<file path="src/inc/fcr_pkg.sv">
// Purpose: Constants and types for the flash control register bank.
// Assumes: AXI4-Lite slave with 32-bit data and word-aligned registers.
// Notes:   Offsets are byte addresses within the bank window.
`default_nettype none
package fcr_pkg;
  // ----------------------------------------------------------------
  // Register offsets
  // ----------------------------------------------------------------
  localparam logic [13:0] FCR_OFF_CONTROL  = 14'h2380;
  localparam logic [13:0] FCR_OFF_KEY      = 14'h2390;
  localparam logic [13:0] FCR_OFF_ADDR     = 14'h23A0;
  localparam logic [13:0] FCR_OFF_DATA_LO  = 14'h23B0;
  localparam logic [13:0] FCR_OFF_DATA_HI  = 14'h23C0;
  localparam logic [13:0] FCR_OFF_SRC      = 14'h23D0;
  localparam logic [13:0] FCR_OFF_PPROT    = 14'h23E0;
  localparam logic [13:0] FCR_OFF_BPROT    = 14'h23F0;
  localparam logic [13:0] FCR_OFF_IRQ_STAT = 14'h2400;
  localparam logic [13:0] FCR_OFF_IRQ_MASK = 14'h2410;
  // Alias sub-offsets within each 16-byte register slot.
  localparam logic [1:0]  FCR_ALIAS_PLAIN  = 2'h0;
  localparam logic [1:0]  FCR_ALIAS_CLR    = 2'h1;
  localparam logic [1:0]  FCR_ALIAS_SET    = 2'h2;
  localparam logic [1:0]  FCR_ALIAS_INV    = 2'h3;
  // ----------------------------------------------------------------
  // Field positions and masks
  // ----------------------------------------------------------------
  localparam int          FCR_CTL_START    = 15;
  localparam int          FCR_CTL_ENABLE   = 14;
  localparam int          FCR_CTL_PERR     = 13;
  localparam int          FCR_CTL_LVERR    = 12;
  localparam int          FCR_CTL_OPSEL    = 0;
  localparam logic [31:0] FCR_CTL_MASK     = 32'h0000F00F;
  localparam logic [31:0] FCR_PPROT_MASK   = 32'h80FFFFFF;
  localparam logic [31:0] FCR_BPROT_MASK   = 32'h00008700;
  localparam logic [31:0] FCR_IRQ_MASKBITS = 32'h00000007;
  // ----------------------------------------------------------------
  // Reset values
  // ----------------------------------------------------------------
  localparam logic [31:0] FCR_RST_CONTROL  = 32'h00000000;
  localparam logic [31:0] FCR_RST_ZERO     = 32'h00000000;
  localparam logic [31:0] FCR_RST_PPROT    = 32'h80000000;
  localparam logic [31:0] FCR_RST_BPROT    = 32'h00008700;
  // ----------------------------------------------------------------
  // Operation codes and types
  // ----------------------------------------------------------------
  localparam logic [3:0]  FCR_OP_DWORD     = 4'h2;
  localparam logic [3:0]  FCR_OP_ROW       = 4'h3;
  localparam logic [3:0]  FCR_OP_PAGE      = 4'h4;
  localparam logic [1:0]  FCR_RESP_OKAY    = 2'h0;
  localparam logic [1:0]  FCR_RESP_SLVERR  = 2'h2;

  typedef struct packed {
    logic        start;
    logic        enable;
    logic [3:0]  op;
    logic [31:0] addr;
  } fcr_cmd_t;

  typedef struct packed {
    logic done;
    logic prog_err;
    logic lv_err;
  } fcr_evt_t;
endpackage : fcr_pkg
`default_nettype wire

</file>
<file path="src/hw/fcr_bank.sv">
// Purpose: AXI4-Lite register bank of an on-chip flash programming controller.
// Assumes: Engine reports completion and errors as one-cycle event pulses.
// Notes:   Clear, set and invert aliases sit at +0x4, +0x8 and +0xC.
`default_nettype none
// Summary of operation
// - Unlock key reads always return zero.
// - Clear/set/invert aliases at +4, +8, +C.
// - Unimplemented bits read back as zero.
// - Control: start, enable, error, low-voltage error.
// - Page protect resets with unlock bit set.
// - Unlock key is write-only, resets zero.
// - Target address fully read/write, resets zero.
// - Ignore address low bits per operation.
module fcr_bank
  import fcr_pkg::*;
(
  input  wire logic        CLK,
  input  wire logic        RST_N,
  input  wire logic [13:0] S_AXI_AWADDR,
  input  wire logic        S_AXI_AWVALID,
  output logic             S_AXI_AWREADY,
  input  wire logic [31:0] S_AXI_WDATA,
  input  wire logic [3:0]  S_AXI_WSTRB,
  input  wire logic        S_AXI_WVALID,
  output logic             S_AXI_WREADY,
  output logic [1:0]       S_AXI_BRESP,
  output logic             S_AXI_BVALID,
  input  wire logic        S_AXI_BREADY,
  input  wire logic [13:0] S_AXI_ARADDR,
  input  wire logic        S_AXI_ARVALID,
  output logic             S_AXI_ARREADY,
  output logic [31:0]      S_AXI_RDATA,
  output logic [1:0]       S_AXI_RRESP,
  output logic             S_AXI_RVALID,
  input  wire logic        S_AXI_RREADY,
  output fcr_cmd_t         CMD,
  input  wire fcr_evt_t    EVT,
  output logic [31:0]      KEY_VALUE,
  output logic             KEY_WRITE,
  output logic [63:0]      PROGRAM_DATA,
  output logic [31:0]      ROW_SOURCE,
  output logic [31:0]      PAGE_PROTECT,
  output logic [31:0]      BOOT_PROTECT,
  output logic             IRQ
);
  // ----------------------------------------------------------------
  // Write channel capture
  // ----------------------------------------------------------------
  // Address and data are latched independently so either order works.
  logic        aw_have_r;
  logic [13:0] aw_addr_r;
  logic        w_have_r;
  logic [31:0] w_data_r;
  logic [3:0]  w_strb_r;
  logic        bvalid_r;
  logic        bresp_err_r;

  wire         aw_take = S_AXI_AWVALID & S_AXI_AWREADY;
  wire         w_take  = S_AXI_WVALID & S_AXI_WREADY;
  wire         do_wr   = aw_have_r & w_have_r & ~bvalid_r;

  assign S_AXI_AWREADY = ~aw_have_r & ~bvalid_r;
  assign S_AXI_WREADY  = ~w_have_r & ~bvalid_r;
  assign S_AXI_BVALID  = bvalid_r;
  assign S_AXI_BRESP   = bresp_err_r ? FCR_RESP_SLVERR : FCR_RESP_OKAY;

  always_ff @(posedge CLK or negedge RST_N) begin
    if (!RST_N) begin
      aw_have_r <= 1'b0;
      aw_addr_r <= 14'h0000;
      w_have_r  <= 1'b0;
      w_data_r  <= 32'h00000000;
      w_strb_r  <= 4'h0;
    end else begin
      if (aw_take) begin
        aw_have_r <= 1'b1;
        aw_addr_r <= S_AXI_AWADDR;
      end else if (do_wr) begin
        aw_have_r <= 1'b0;
      end
      if (w_take) begin
        w_have_r <= 1'b1;
        w_data_r <= S_AXI_WDATA;
        w_strb_r <= S_AXI_WSTRB;
      end else if (do_wr) begin
        w_have_r <= 1'b0;
      end
    end
  end

  // ----------------------------------------------------------------
  // Write decode
  // ----------------------------------------------------------------
  wire [13:0] wr_slot  = {aw_addr_r[13:4], 4'h0};
  wire [1:0]  wr_alias = aw_addr_r[3:2];
  wire        wr_plain = (wr_alias == FCR_ALIAS_PLAIN);
  wire [31:0] wmask    = {{8{w_strb_r[3]}}, {8{w_strb_r[2]}},
                          {8{w_strb_r[1]}}, {8{w_strb_r[0]}}};
  wire [31:0] wbits    = w_data_r & wmask;

  wire hit_ctl  = (wr_slot == FCR_OFF_CONTROL);
  wire hit_key  = (wr_slot == FCR_OFF_KEY) && wr_plain;
  wire hit_addr = (wr_slot == FCR_OFF_ADDR);
  wire hit_dlo  = (wr_slot == FCR_OFF_DATA_LO) && wr_plain;
  wire hit_dhi  = (wr_slot == FCR_OFF_DATA_HI) && wr_plain;
  wire hit_src  = (wr_slot == FCR_OFF_SRC) && wr_plain;
  wire hit_pprot = (wr_slot == FCR_OFF_PPROT);
  wire hit_bprot = (wr_slot == FCR_OFF_BPROT);
  wire hit_ist  = (wr_slot == FCR_OFF_IRQ_STAT) && wr_plain;
  wire hit_imk  = (wr_slot == FCR_OFF_IRQ_MASK) && wr_plain;
  wire wr_ok    = hit_ctl | hit_key | hit_addr | hit_dlo | hit_dhi | hit_src |
                  hit_pprot | hit_bprot | hit_ist | hit_imk;

  // Applies a plain write or one of the clear, set and invert aliases.
  function automatic logic [31:0] fcr_alias(input logic [31:0] cur,
                                            input logic [31:0] bits,
                                            input logic [31:0] keep,
                                            input logic [1:0]  kind);
    logic [31:0] res;
    res = cur;
    case (kind)
      FCR_ALIAS_CLR: res = cur & ~bits;
      FCR_ALIAS_SET: res = cur | bits;
      FCR_ALIAS_INV: res = cur ^ bits;
      default:       res = (cur & ~keep) | (bits & keep);
    endcase
    return res;
  endfunction : fcr_alias

  // ----------------------------------------------------------------
  // Registers
  // ----------------------------------------------------------------
  logic [31:0] ctl_r, ctl_nxt;
  logic [31:0] key_r;
  logic [31:0] addr_r;
  logic [31:0] dlo_r;
  logic [31:0] dhi_r;
  logic [31:0] src_r;
  logic [31:0] pprot_r, pprot_nxt;
  logic [31:0] bprot_r, bprot_nxt;
  logic [31:0] ist_r, ist_nxt;
  logic [31:0] imk_r;
  logic        key_wr_r;

  always_comb begin
    ctl_nxt = hit_ctl && do_wr ?
              fcr_alias(ctl_r, wbits, wmask, wr_alias) & FCR_CTL_MASK : ctl_r;
    // The engine ends a cycle by dropping start; errors set and win.
    if (EVT.done) ctl_nxt[FCR_CTL_START] = 1'b0;
    if (EVT.prog_err) ctl_nxt[FCR_CTL_PERR] = 1'b1;
    if (EVT.lv_err) ctl_nxt[FCR_CTL_LVERR] = 1'b1;
    pprot_nxt = hit_pprot && do_wr ?
              fcr_alias(pprot_r, wbits, wmask, wr_alias) & FCR_PPROT_MASK : pprot_r;
    bprot_nxt = hit_bprot && do_wr ?
              fcr_alias(bprot_r, wbits, wmask, wr_alias) & FCR_BPROT_MASK : bprot_r;
    // Write-one-to-clear; a new event in the same cycle stays set.
    ist_nxt = hit_ist && do_wr ? ist_r & ~wbits : ist_r;
    ist_nxt = (ist_nxt | {29'h0, EVT}) & FCR_IRQ_MASKBITS;
  end

  always_ff @(posedge CLK or negedge RST_N) begin
    if (!RST_N) begin
      ctl_r    <= FCR_RST_CONTROL;
      key_r    <= FCR_RST_ZERO;
      addr_r   <= FCR_RST_ZERO;
      dlo_r    <= FCR_RST_ZERO;
      dhi_r    <= FCR_RST_ZERO;
      src_r    <= FCR_RST_ZERO;
      pprot_r  <= FCR_RST_PPROT;
      bprot_r  <= FCR_RST_BPROT;
      ist_r    <= FCR_RST_ZERO;
      imk_r    <= FCR_RST_ZERO;
      key_wr_r <= 1'b0;
    end else begin
      ctl_r    <= ctl_nxt;
      pprot_r  <= pprot_nxt;
      bprot_r  <= bprot_nxt;
      ist_r    <= ist_nxt;
      key_wr_r <= hit_key & do_wr;
      if (hit_key && do_wr) key_r <= wbits;
      if (hit_addr && do_wr) addr_r <= fcr_alias(addr_r, wbits, wmask, wr_alias);
      if (hit_dlo && do_wr) dlo_r <= (dlo_r & ~wmask) | wbits;
      if (hit_dhi && do_wr) dhi_r <= (dhi_r & ~wmask) | wbits;
      if (hit_src && do_wr) src_r <= (src_r & ~wmask) | wbits;
      if (hit_imk && do_wr) imk_r <= wbits & FCR_IRQ_MASKBITS;
    end
  end

  always_ff @(posedge CLK or negedge RST_N) begin
    if (!RST_N) begin
      bvalid_r    <= 1'b0;
      bresp_err_r <= 1'b0;
    end else if (do_wr) begin
      bvalid_r    <= 1'b1;
      bresp_err_r <= ~wr_ok;
    end else if (S_AXI_BREADY) begin
      bvalid_r    <= 1'b0;
    end
  end

  // ----------------------------------------------------------------
  // Read channel
  // ----------------------------------------------------------------
  logic        rvalid_r;
  logic [31:0] rdata_r;
  logic        rresp_err_r;
  logic [31:0] rd_val;
  logic        rd_ok;
  wire  [13:0] rd_slot = {S_AXI_ARADDR[13:4], 4'h0};
  wire         rd_take = S_AXI_ARVALID & S_AXI_ARREADY;

  assign S_AXI_ARREADY = ~rvalid_r;
  assign S_AXI_RVALID  = rvalid_r;
  assign S_AXI_RDATA   = rdata_r;
  assign S_AXI_RRESP   = rresp_err_r ? FCR_RESP_SLVERR : FCR_RESP_OKAY;

  always_comb begin
    rd_ok  = 1'b1;
    rd_val = 32'h00000000;
    if (rd_slot == FCR_OFF_CONTROL) rd_val = ctl_r & FCR_CTL_MASK;
    else if (rd_slot == FCR_OFF_KEY) rd_val = 32'h00000000;
    else if (rd_slot == FCR_OFF_ADDR) rd_val = addr_r;
    else if (rd_slot == FCR_OFF_DATA_LO) rd_val = dlo_r;
    else if (rd_slot == FCR_OFF_DATA_HI) rd_val = dhi_r;
    else if (rd_slot == FCR_OFF_SRC) rd_val = src_r;
    else if (rd_slot == FCR_OFF_PPROT) rd_val = pprot_r & FCR_PPROT_MASK;
    else if (rd_slot == FCR_OFF_BPROT) rd_val = bprot_r & FCR_BPROT_MASK;
    else if (rd_slot == FCR_OFF_IRQ_STAT) rd_val = ist_r;
    else if (rd_slot == FCR_OFF_IRQ_MASK) rd_val = imk_r;
    else rd_ok = 1'b0;
  end

  always_ff @(posedge CLK or negedge RST_N) begin
    if (!RST_N) begin
      rvalid_r    <= 1'b0;
      rdata_r     <= 32'h00000000;
      rresp_err_r <= 1'b0;
    end else if (rd_take) begin
      rvalid_r    <= 1'b1;
      rdata_r     <= rd_val;
      rresp_err_r <= ~rd_ok;
    end else if (S_AXI_RREADY) begin
      rvalid_r    <= 1'b0;
    end
  end

  // ----------------------------------------------------------------
  // Engine side outputs
  // ----------------------------------------------------------------
  // Low address bits are dropped here for page, row and dword operations; other op codes pass addr_r whole.
  logic [31:0] eff_addr;
  always_comb begin
    eff_addr = addr_r;
    case (ctl_r[FCR_CTL_OPSEL +: 4])
      FCR_OP_PAGE:  eff_addr = {addr_r[31:11], 11'h000};
      FCR_OP_ROW:   eff_addr = {addr_r[31:8], 8'h00};
      FCR_OP_DWORD: eff_addr = {addr_r[31:2], 2'h0};
      default:      eff_addr = addr_r;
    endcase
  end

  assign CMD.start     = ctl_r[FCR_CTL_START];
  assign CMD.enable    = ctl_r[FCR_CTL_ENABLE];
  assign CMD.op        = ctl_r[FCR_CTL_OPSEL +: 4];
  assign CMD.addr      = eff_addr;
  assign KEY_VALUE     = key_r;
  assign KEY_WRITE     = key_wr_r;
  assign PROGRAM_DATA  = {dhi_r, dlo_r};
  assign ROW_SOURCE    = src_r;
  assign PAGE_PROTECT  = pprot_r;
  assign BOOT_PROTECT  = bprot_r;
  // Level output; it falls only when software clears or masks the cause.
  assign IRQ           = |(ist_r & imk_r);
endmodule : fcr_bank
`default_nettype wire

</file>
<file path="config.mk">
export PLATFORM = sky130hd
export DESIGN_NAME = fcr_bank
export DESIGN_NICKNAME = d
export VERILOG_FILES = /design/src/inc/fcr_pkg.sv /design/src/hw/fcr_bank.sv
export SDC_FILE = /design/constraint.sdc
export NUM_CORES = 1
export LEC_CHECK = 0
export BUFFER_PORTS_ARGS = -buffer_cell sky130_fd_sc_hd__buf_4
export CORE_MARGIN = 4
export CORE_UTILIZATION = 50
export DETAILED_ROUTE_END_ITERATION = 8
export PLACE_DENSITY = 0.74
export SETUP_SLACK_MARGIN = 0.3
export SLEW_MARGIN = 30
export SYNTH_ARGS = -nofsm -noshare
export SYNTH_HDL_FRONTEND = slang
export SYNTH_SLANG_ARGS = --single-unit
</file>
<file path="constraint.sdc">
create_clock -name CLK -period 5.6 [get_ports CLK]
set_input_delay 0.56 -clock CLK [delete_from_list [all_inputs] [get_ports CLK]]
set_output_delay 0.56 -clock CLK [all_outputs]
set_load 0.05 [all_outputs]
</file>
## After elaboration in Yosys (flattened, before gate mapping)

Cells that the tools add are included.

| storage, ports and cells | value |
|---|---|
| input port bits | 74 |
| output and inout bits | 273 |
| register bits after elaboration | 292 |
| word-level logic and storage cells | 170 |

| operators by class | value |
|---|---|
| bitwise logic cells | 56 |
| muxes and demuxes | 39 |
| reductions and logical operators | 25 |
| equality and inequality tests | 26 |

Operators by type and width:

| cell | number |
|---|---|
| $and A32 B32 Y32 | 9 |
| $mux W32 | 7 |
| $or A32 B32 Y32 | 7 |
| $eq A10 B10 Y1 const B | 20 |
| $pmux W32 S3 | 2 |
| $pmux W16 S3 | 2 |
| $and A16 B16 Y16 | 4 |
| $not A32 Y32 | 2 |
| $or A16 B16 Y16 | 4 |
| $xor A32 B32 Y32 | 2 |
| $pmux W11 S3 | 1 |
| $mux W16 | 2 |
| $reduce_or A32 Y1 | 1 |
| $xor A16 B16 Y16 | 2 |
| $mux W1 | 20 |
| $logic_and A1 B1 Y1 | 16 |
| $reduce_bool A2 Y1 | 7 |
| $mux W3 | 3 |
| $or A1 B1 Y1 | 9 |
| $and A1 B1 Y1 | 8 |
| $eq A4 B2 Y1 const B | 2 |
| $and A3 B3 Y3 | 2 |
| $not A1 Y1 | 6 |
| $eq A2 B2 Y1 const B | 2 |
| 5 further kinds | 6 |

## Longest topological paths before layout

Gate-level depths: netlist of the first run.

| logic depth | value |
|---|---|
| word-level depth | 12 |
| mapped depth | 9 |
| gate-level depth less buffers | 7 |

## Worst setup path after synthesis of the first run

OpenSTA, ideal clock, no wires.

| timing path | value |
|---|---|
| kind | register to register |
| from | register bvalid_r (netlist: S_AXI_BVALID) |
| to | register aw_addr_r[10] |
| arrival | 2.361 ns |
| path buffers | 1 |
| data required time | 5.475 ns |
| setup slack | 3.114 ns |
| clock period less this slack | 2.486 ns |
| library setup time | 0.125 ns |
| stages on the path, launching flop included | 5 |
| path through | dfrtp_1 nor2_1 and2_0 clkbuf_1 mux2_2 |

| between the ends | value |
|---|---|
| word-level cells in the longest chain between the ends | 3 |

RTL lines:

| item | RTL line | text |
|---|---|---|
| start: declaration | fcr_bank.sv:55 | `logic bvalid_r;` |
| start signal: assignment | fcr_bank.sv:191 | `bvalid_r <= 1'b0;` |
| start signal: assignment | fcr_bank.sv:194 | `bvalid_r <= 1'b1;` |
| start signal: assignment | fcr_bank.sv:197 | `bvalid_r <= 1'b0;` |
| $not A1 Y1 | fcr_bank.sv:62 | `assign S_AXI_AWREADY = ~aw_have_r & ~bvalid_r;` |
| $and A1 B1 Y1 | fcr_bank.sv:62 |  |
| via S_AXI_AWREADY | fcr_bank.sv:21 | `output logic S_AXI_AWREADY,` |
| $and A1 B1 Y1 | fcr_bank.sv:58 | `wire aw_take = S_AXI_AWVALID & S_AXI_AWREADY;` |
| end signal: assignment | fcr_bank.sv:70 | `aw_addr_r <= 14'h0000;` |
| end signal: assignment | fcr_bank.sv:77 | `aw_addr_r <= S_AXI_AWADDR;` |
| end: declaration | fcr_bank.sv:51 | `logic [13:0] aw_addr_r;` |

The timed path passes the listed nets, and every way through them passes these cells.
A chain may end at the register's enable or synchronous reset.

==> flow_summary.json, run 1 <==
{
  "gp_congestion": 0.8871,
  "start_kind": "register",
  "post-route-util_pct": 60.69,
  "pin_count": 347,
  "hold_path.class": "input pin to asynchronous set/reset pin",
  "synthMuxAreaShare_pct": 17.08,
  "syn-instance-count": 1615,
  "rr_startpoint": "aw_addr_r[3]$_DFFE_PN0P_",
  "overflow": 0,
  "hold_viol_final": 4,
  "p_leak_nw": 9.662,
  "die_height_um": 192.0,
  "place_hpwl_um": 37840,
  "grt_pass1_wl_um": 81640,
  "port_buffers": 303,
  "grt_pass1_vias": 13809,
  "post_cts_buffers": 0,
  "synth_cell_types": 57,
  "ys_top_cells_by_area": "dfrtp_1 (42%), mux2_2 (14%), ha_1 (10%)",
  "finalPower_mw": 7.731,
  "rsz0062_at_grt": "no",
  "synthArstFlopShare_pct": 100.0,
  "peakVddDrop_mv": 0.3790,
  "synth_ff_type": "dfrtp_1",
  "wire_per_inst_um": 23.23,
  "violations": "negative hold slack",
  "status": "finished with violations",
  "h-tree-depth": 2,
  "drv_cap": 0,
  "cts_tree": "done",
  "synth.most_common_cell": "dfrtp_1",
  "slew_viol_final": 0,
  "rr_worst_depth": 4,
  "synth_xor_area_share_pct": 0,
  "cts_hold_buf": 0,
  "synth_area_mm2": 0.01693,
  "synth_seq_area_share_pct": 42.90,
  "yosysWarningCount": 0,
  "clkSinkCount": 290,
  "start_util_pct": 50.62,
  "syn_avg_cell_area_um2": 10.48,
  "ys_seq_elements": 290,
  "grt_max_degree": 100,
  "worst_pin_slew_ps": 977.3,
  "worstSetupPathType": "register to register",
  "synth.largest_area_cell": "dfrtp_1",
  "p_per_area_mw_per_mm2": 380.8,
  "critPathMaxFanout": 65,
  "first_pass_iters": 6,
  "yosys.area_share.simple_pct": 7.589,
  "worstSetupStartpoint": "aw_addr_r[3]$_DFFE_PN0P_",
  "die_x_um": 192.0,
  "fin_crit_sh_pct": 54.18,
  "drive_gt1_share_pct": 32.72,
  "num_rows": 67,
  "core_region_area_mm2": 0.03345,
  "fmax_mhz": 329.6,
  "drt_drc_violations_left": 0,
  "synth_top_area_share_pct": 42.12,
  "critPathRequiredTime_ps": 5980,
  "synth_compound_area_share_pct": 14.73,
  "end_kind": "register",
  "drt_first_iter_violations": 1370,
  "clockRootBuffer": "clkbuf_16",
  "num-fill-cells": 2754,
  "clock_latency_ps": 530,
  "critPathArrivalTime_ps": 3420,
  "wl_um": 53670,
  "fin_nets": 2048,
  "globalRouteTotalUtil_pct": 28.45,
  "num_vias": 13597,
  "synthAdderAreaFrac_pct": 10.20,
  "synth_commonest_cells": "dfrtp_1 (285), mux2_2 (209), nand2_1 (139)",
  "post_drt_via_cell_ratio": 5.886,
  "clock_path_buffers": 3,
  "fin_skew_ps": 33.60,
  "fin_crit_ps": 3034,
  "slew_headroom_pct": 34.30,
  "fin_tns_setup_ps": 0,
  "dieArea_mm2": 0.03687,
  "timing.hold.ws_ps": -24.16,
  "ant_nets": 0,
  "antenna_found_initial": 2,
  "numCtsBuffers": 34,
  "synth_top_family_by_area": "multiplexers",
  "syn_to_final_growth_pct": 19.88,
  "synth_edf_count": 0,
  "setup_viol": 0,
  "cts_resized": 0,
  "clk_pin_slew_ps": 60
}
## report_power, final
part	switching (mW)	internal [mW]	total [mW]
Sequential	0.575	2.33	2.90
Combinational	1.54	0.996	2.54
Clock	0.917	1.37	2.29
Total	3.04	4.69	7.73
## placed cells by master, fill, tap and decap left out, types with 4 or more instances in the layout
cell type	netlist	routed
nor2_1	36	36
buf_4	66	316
clkbuf_1	79	8
a22o_1	4	4
nand2_1	139	138
clkbuf_16	0	35
a22oi_1	4	4
o22ai_1	6	6
mux4_2	7	7
or3_1	6	6
a211oi_2	6	6
inv_1	91	91
nand2b_1	9	9
ha_1	138	138
clkinv_2	0	6
o211ai_1	13	13
o21ai_1	6	6
a221o_1	14	14
nand4_1	8	8
nor2b_1	11	11
o21ai_0	116	116
a221oi_1	14	14
dfrtp_1	285	283
dfstp_2	5	5
nand3_1	17	17
a21oi_1	113	113
nand3b_1	4	4
clkbuf_8	0	6
a211oi_1	89	89
nor3_1	12	11
conb_1	1	37
mux2i_1	38	38
mux2_2	209	209
## critical path, stage by stage, from the launching register on
cell and delay, ps:
dfrtp_4 810, or2_1 480, nor2_1 420, nand4_1 690, mux2_2 510
## path summary, 6_finish.rpt
path / to / slack (ps)
setup / recovery: register / 2570
hold / removal: asynchronous set/reset pin / -20
setup reg to reg: register / 2570
hold reg to reg: rresp_err_r$_DFFE_PN0P_ / 470
max in group asynchronous: KEY_VALUE[26]$_DFFE_PN0P_ / 4330
min in group CLK: ctl_r[15]$_DFFE_PN0P_ / 220
## per-layer routing
layer	wire (um)	up-vias	part of all wire [%]	track usage, %
li1	-	6119	-	-
met1	22270	6760	42	38.79
met2	23970	605	45	43.41
met3	5132	111	9.6	8.470
met4	2275	2	4.2	10.07
met5	13	-	0.024	0
## stage by stage
stage / hold slack (ps) / instance area [um^2] / setup WS (ps) / cells
final: -24.16 / 20300 / 2566 / 2310
after global placement: 459.1 / 19130 / 2334 / 2248
after detailed placement: 461.1 / 19140 / 2285 / 2248
after global routing: 36.95 / 20300 / 2389 / 2310
after floorplan: 264.4 / 17070 / 3114 / 1651
after CTS: 32.89 / 20290 / 2560 / 2309
## cell type report
cell class	count	area [um^2]	share of cell area, %
well taps	448	560.5	2.762
diodes	1	2.502	0.01233
flip-flops and latches	290	7271	35.82
clock buffers	49	988.4	4.870
multi-input cells	1099	8561	42.17
clock inverters	12	160.2	0.7890
repair buffers	319	2410	11.87
inverters	92	345.3	1.701
## cell families after synthesis
family,after synthesis
other,1
buffers and inverters,262
adders and majority gates,138
DFF,290
AOI/OAI and AO/OA,398
muxes,254
and+or+nand+nor,272
No activity file was read; power rests on OpenSTA's default activity.
==> run 2, diff against run 1 <==
--- a/config.mk
+++ b/config.mk
@@ -5,11 +5,12 @@
 export SDC_FILE = /design/constraint.sdc
 export NUM_CORES = 1
 export LEC_CHECK = 0
+export ABC_AREA = 1
 export BUFFER_PORTS_ARGS = -buffer_cell sky130_fd_sc_hd__buf_4
 export CORE_MARGIN = 4
 export CORE_UTILIZATION = 50
 export DETAILED_ROUTE_END_ITERATION = 8
-export PLACE_DENSITY = 0.74
+export PLACE_DENSITY = 0.77
 export SETUP_SLACK_MARGIN = 0.3
 export SLEW_MARGIN = 30
 export SYNTH_ARGS = -nofsm -noshare
==> constraint.sdc (replaced) <==
create_clock -name CLK -period 2.7 [get_ports CLK]
set_input_delay 0.27 -clock CLK [delete_from_list [all_inputs] [get_ports CLK]]
set_output_delay 0.27 -clock CLK [all_outputs]
set_load 0.05 [all_outputs]
==> run 2 against run 1 <==
Compared with the run above: the run now ends clean; worst setup slack lost 2200 ps; cell area grew 1.6%; die area is 2.2% lower.
==> flow_summary.json, run 2 <==
{
  "synth_xor_area_share_pct": 0,
  "ant_nets": 0,
  "worstSetupPathType": "register to primary output",
  "synth_top_family_by_area": "simple AND/OR/NAND/NOR gates",
  "post_drt_via_cell_ratio": 5.609,
  "overflow": 0,
  "synth_ff_type": "dfrtp_1",
  "pin_count": 347,
  "wire_per_inst_um": 20.00,
  "fin_nets": 2506,
  "grt_max_degree": 87,
  "synth.most_common_cell": "nand2_1",
  "fmax_mhz": 427.5,
  "instances_no_fill": 2761,
  "status": "complete, no violations",
  "slew_headroom_pct": 46.25,
  "grt_pass1_wl_um": 85020,
  "first_pass_iters": 6,
  "worst_pin_slew_ps": 804.3,
  "drv_cap": 0,
  "synth_seq_area_share_pct": 43.92,
  "synthMuxAreaShare_pct": 1.748,
  "synth_top_area_share_pct": 43.13,
  "timing.hold.ws_ps": 14.53,
  "post-route-util_pct": 63.21,
  "port_buffers": 303,
  "syn_to_final_growth_pct": 24.69,
  "p_int_mw": 9.571,
  "globalRouteTotalUtil_pct": 29.78,
  "synth_compound_area_share_pct": 16.95,
  "swShare_pct": 41.20,
  "end_kind": "primary output",
  "critPathRequiredTime_ps": 2430,
  "cts_tree": "done",
  "peakVddDrop_mv": 0.5166,
  "p_seq_share_pct": 33.5,
  "yosysWarningCount": 0,
  "antennaDiodeCount": 0,
  "syn-instance-count": 1987,
  "hold_viol_final": 0,
  "critPathMaxFanout": 6,
  "final_common_cell": "nand2_1",
  "wl_um": 55230,
  "cpMostUsedCell": "buf_4",
  "grt_pass1_vias": 15274,
  "p_leak_nw": 10.50,
  "place_hpwl_um": 39920,
  "rr_worst_depth": 8,
  "start_util_pct": 50.70,
  "drt_first_iter_violations": 1402,
  "placed_cells": 2668,
  "fin_tns_setup_ps": 0,
  "clockRootBuffer": "clkbuf_16",
  "clkSinkCount": 290,
  "synth_cell_types": 44,
  "synth_commonest_cells": "nand2_1 (404), dfrtp_1 (285), nor2_1 (214)",
  "dieArea_mm2": 0.03605,
  "antenna_found_initial": 0,
  "drive_gt1_share_pct": 21.09,
  "hold_path_depth": 3,
  "fin_skew_ps": 21.18,
  "cpPeakStageDelay_ps": 460,
  "fin_crit_ps": 2339,
  "start_kind": "register",
  "pwr-share-clk_pct": 29.0,
  "p_comb_share_pct": 37.5,
  "switchingPower_mw": 6.706,
  "slew_viol_final": 0,
  "synthAdderAreaFrac_pct": 10.44,
  "h-tree-depth": 2,
  "crit_path_top_delay_cell": "dfrtp_2",
  "num_rows": 66,
  "die_x_um": 189.9,
  "ys_top_cells_by_area": "dfrtp_1 (43%), ha_1 (10%), nand2_1 (9.2%)",
  "critPathArrivalTime_ps": 2070,
  "num-fill-cells": 2703,
  "clock_latency_ps": 520,
  "synth.largest_area_cell": "dfrtp_1",
  "synthArstFlopShare_pct": 100.0,
  "numCtsBuffers": 34,
  "die_height_um": 189.9,
  "synth_edf_count": 0,
  "clk_pin_slew_ps": 60,
  "setup_viol": 0,
  "syn_avg_cell_area_um2": 8.323,
  "synth_area_mm2": 0.01654,
  "drt_drc_violations_left": 0,
  "ys_seq_elements": 290,
  "layout_common_cells": "nand2_1 (401), buf_4 (341), dfrtp_1 (284), nor2_1 (213), o21ai_0 (211)",
  "clock_path_buffers": 3,
  "core_region_area_mm2": 0.03262,
  "hold_path.class": "input pin to register",
  "num_vias": 15486,
  "gp_congestion": 0.9145,
  "rsz0062_at_grt": "yes",
  "p_per_area_mw_per_mm2": 789.4,
  "fin_crit_sh_pct": 86.64,
  "path_cells": "nor4_2, buf_4, a31oi_2, nor2_4, nor2_1, buf_4",
  "yosys.area_share.simple_pct": 17.04
}
[run 2: changes by cell type after synthesis, moves of 14 or more]
cell      before  now
a211oi_1      89   42
a21oi_1      113  134
a221o_1       14    0
clkbuf_1      79   37
inv_1         91  198
mux2_2       209    7
mux2i_1       38   21
nand2_1      139  404
nand3_1       17   35
nor2_1        36  214
o211ai_1      13   39
o21ai_0      116  211
o21ai_2        0   32
[run 2: path summary, 6_finish.rpt]
| check | startpoint | slack (ps) | end |
|---|---|---|---|
| max in group asynchronous | RST_N | 1440 | asynchronous set/reset pin |
| setup / recovery | register | 360 | CMD[3] |
| hold reg to reg | S_AXI_RDATA[28]$_DFFE_PN0P_ | 480 | S_AXI_RDATA[28]$_DFFE_PN0P_ |
| hold / removal | S_AXI_WDATA[2] | 10 | w_data_r[2]$_DFFE_PN0P_ |
| setup reg to reg | aw_addr_r[2]$_DFFE_PN0P_ | 410 | register |
| min in group asynchronous | RST_N | 330 | aw_addr_r[13]$_DFFE_PN0P_ |
[run 2: cells by family (layout without fill, tap and decap cells)]
kind of cell,count (synthesis),in the layout
AOI/OAI and AO/OA,486,486
buffers and inverters,348,644
muxes,28,28
adders and majority gates,138,138
other,1,37
DFF,290,290
and+or+nand+nor,696,696
[run 2: timing repair]
action | in CTS | in global routing
pin swaps | 0 | 1
hold buffers | 28 | 0
hold endpoints to repair | 107 | 0
resized for setup | 3 | 8
setup endpoints to repair | 6 | 33
buffers inserted | 0 | 4
[run 2: metal layers]
layer | vias to the layer above | part of all wire (%) | GRT usage [%]
met5 | - | 0 | 0
met4 | 0 | 4.2 | 12.19
met3 | 149 | 10 | 6.954
met2 | 857 | 46 | 47.33
met1 | 7436 | 40 | 39.58
li1 | 7044 | - | -
[run 2: final cells by class]
| cell class | instances | area, um^2 | share of cell area (%) |
|---|---|---|---|
| clock buffers | 54 | 1046 | 5.073 |
| multi-input cells | 1385 | 7829 | 37.97 |
| inverters | 203 | 765.7 | 3.714 |
| well taps | 442 | 553.0 | 2.682 |
| repair buffers | 380 | 3055 | 14.82 |
| flip-flops and latches | 290 | 7264 | 35.23 |
| clock inverters | 7 | 106.4 | 0.5158 |
[run 2: critical path, delay by kind of cell (launching register included)]
family                 cells  cell delay (ps)
AND/OR/NAND/NOR            3              670
flip-flops                 1              460
buffers and inverters      2              360
AO/OA/AOI/OAI              1               50
[run 2: power groups by stage]
stage | combinational, mW | sequential, mW | clock [mW]
after floorplan | 3.84 | 5.65 | 0
after global placement | 5.64 | 5.48 | 0
after detailed placement | 5.93 | 5.50 | 0
after CTS | 6.01 | 5.43 | 4.78
after global routing | 6.72 | 5.51 | 4.96
final | 6.10 | 5.45 | 4.72
[run 2: per-stage QoR]
stage	power (mW)	setup WS, ps	instance area (um^2)
2_1_floorplan	9.491	364.6	16670
3_3_place_gp	11.12	574.9	19110
3_5_place_dp	11.44	465.6	19110
4_1_cts	16.23	344.9	20550
5_1_grt	17.19	240.6	20620
6_report	16.28	360.8	20620
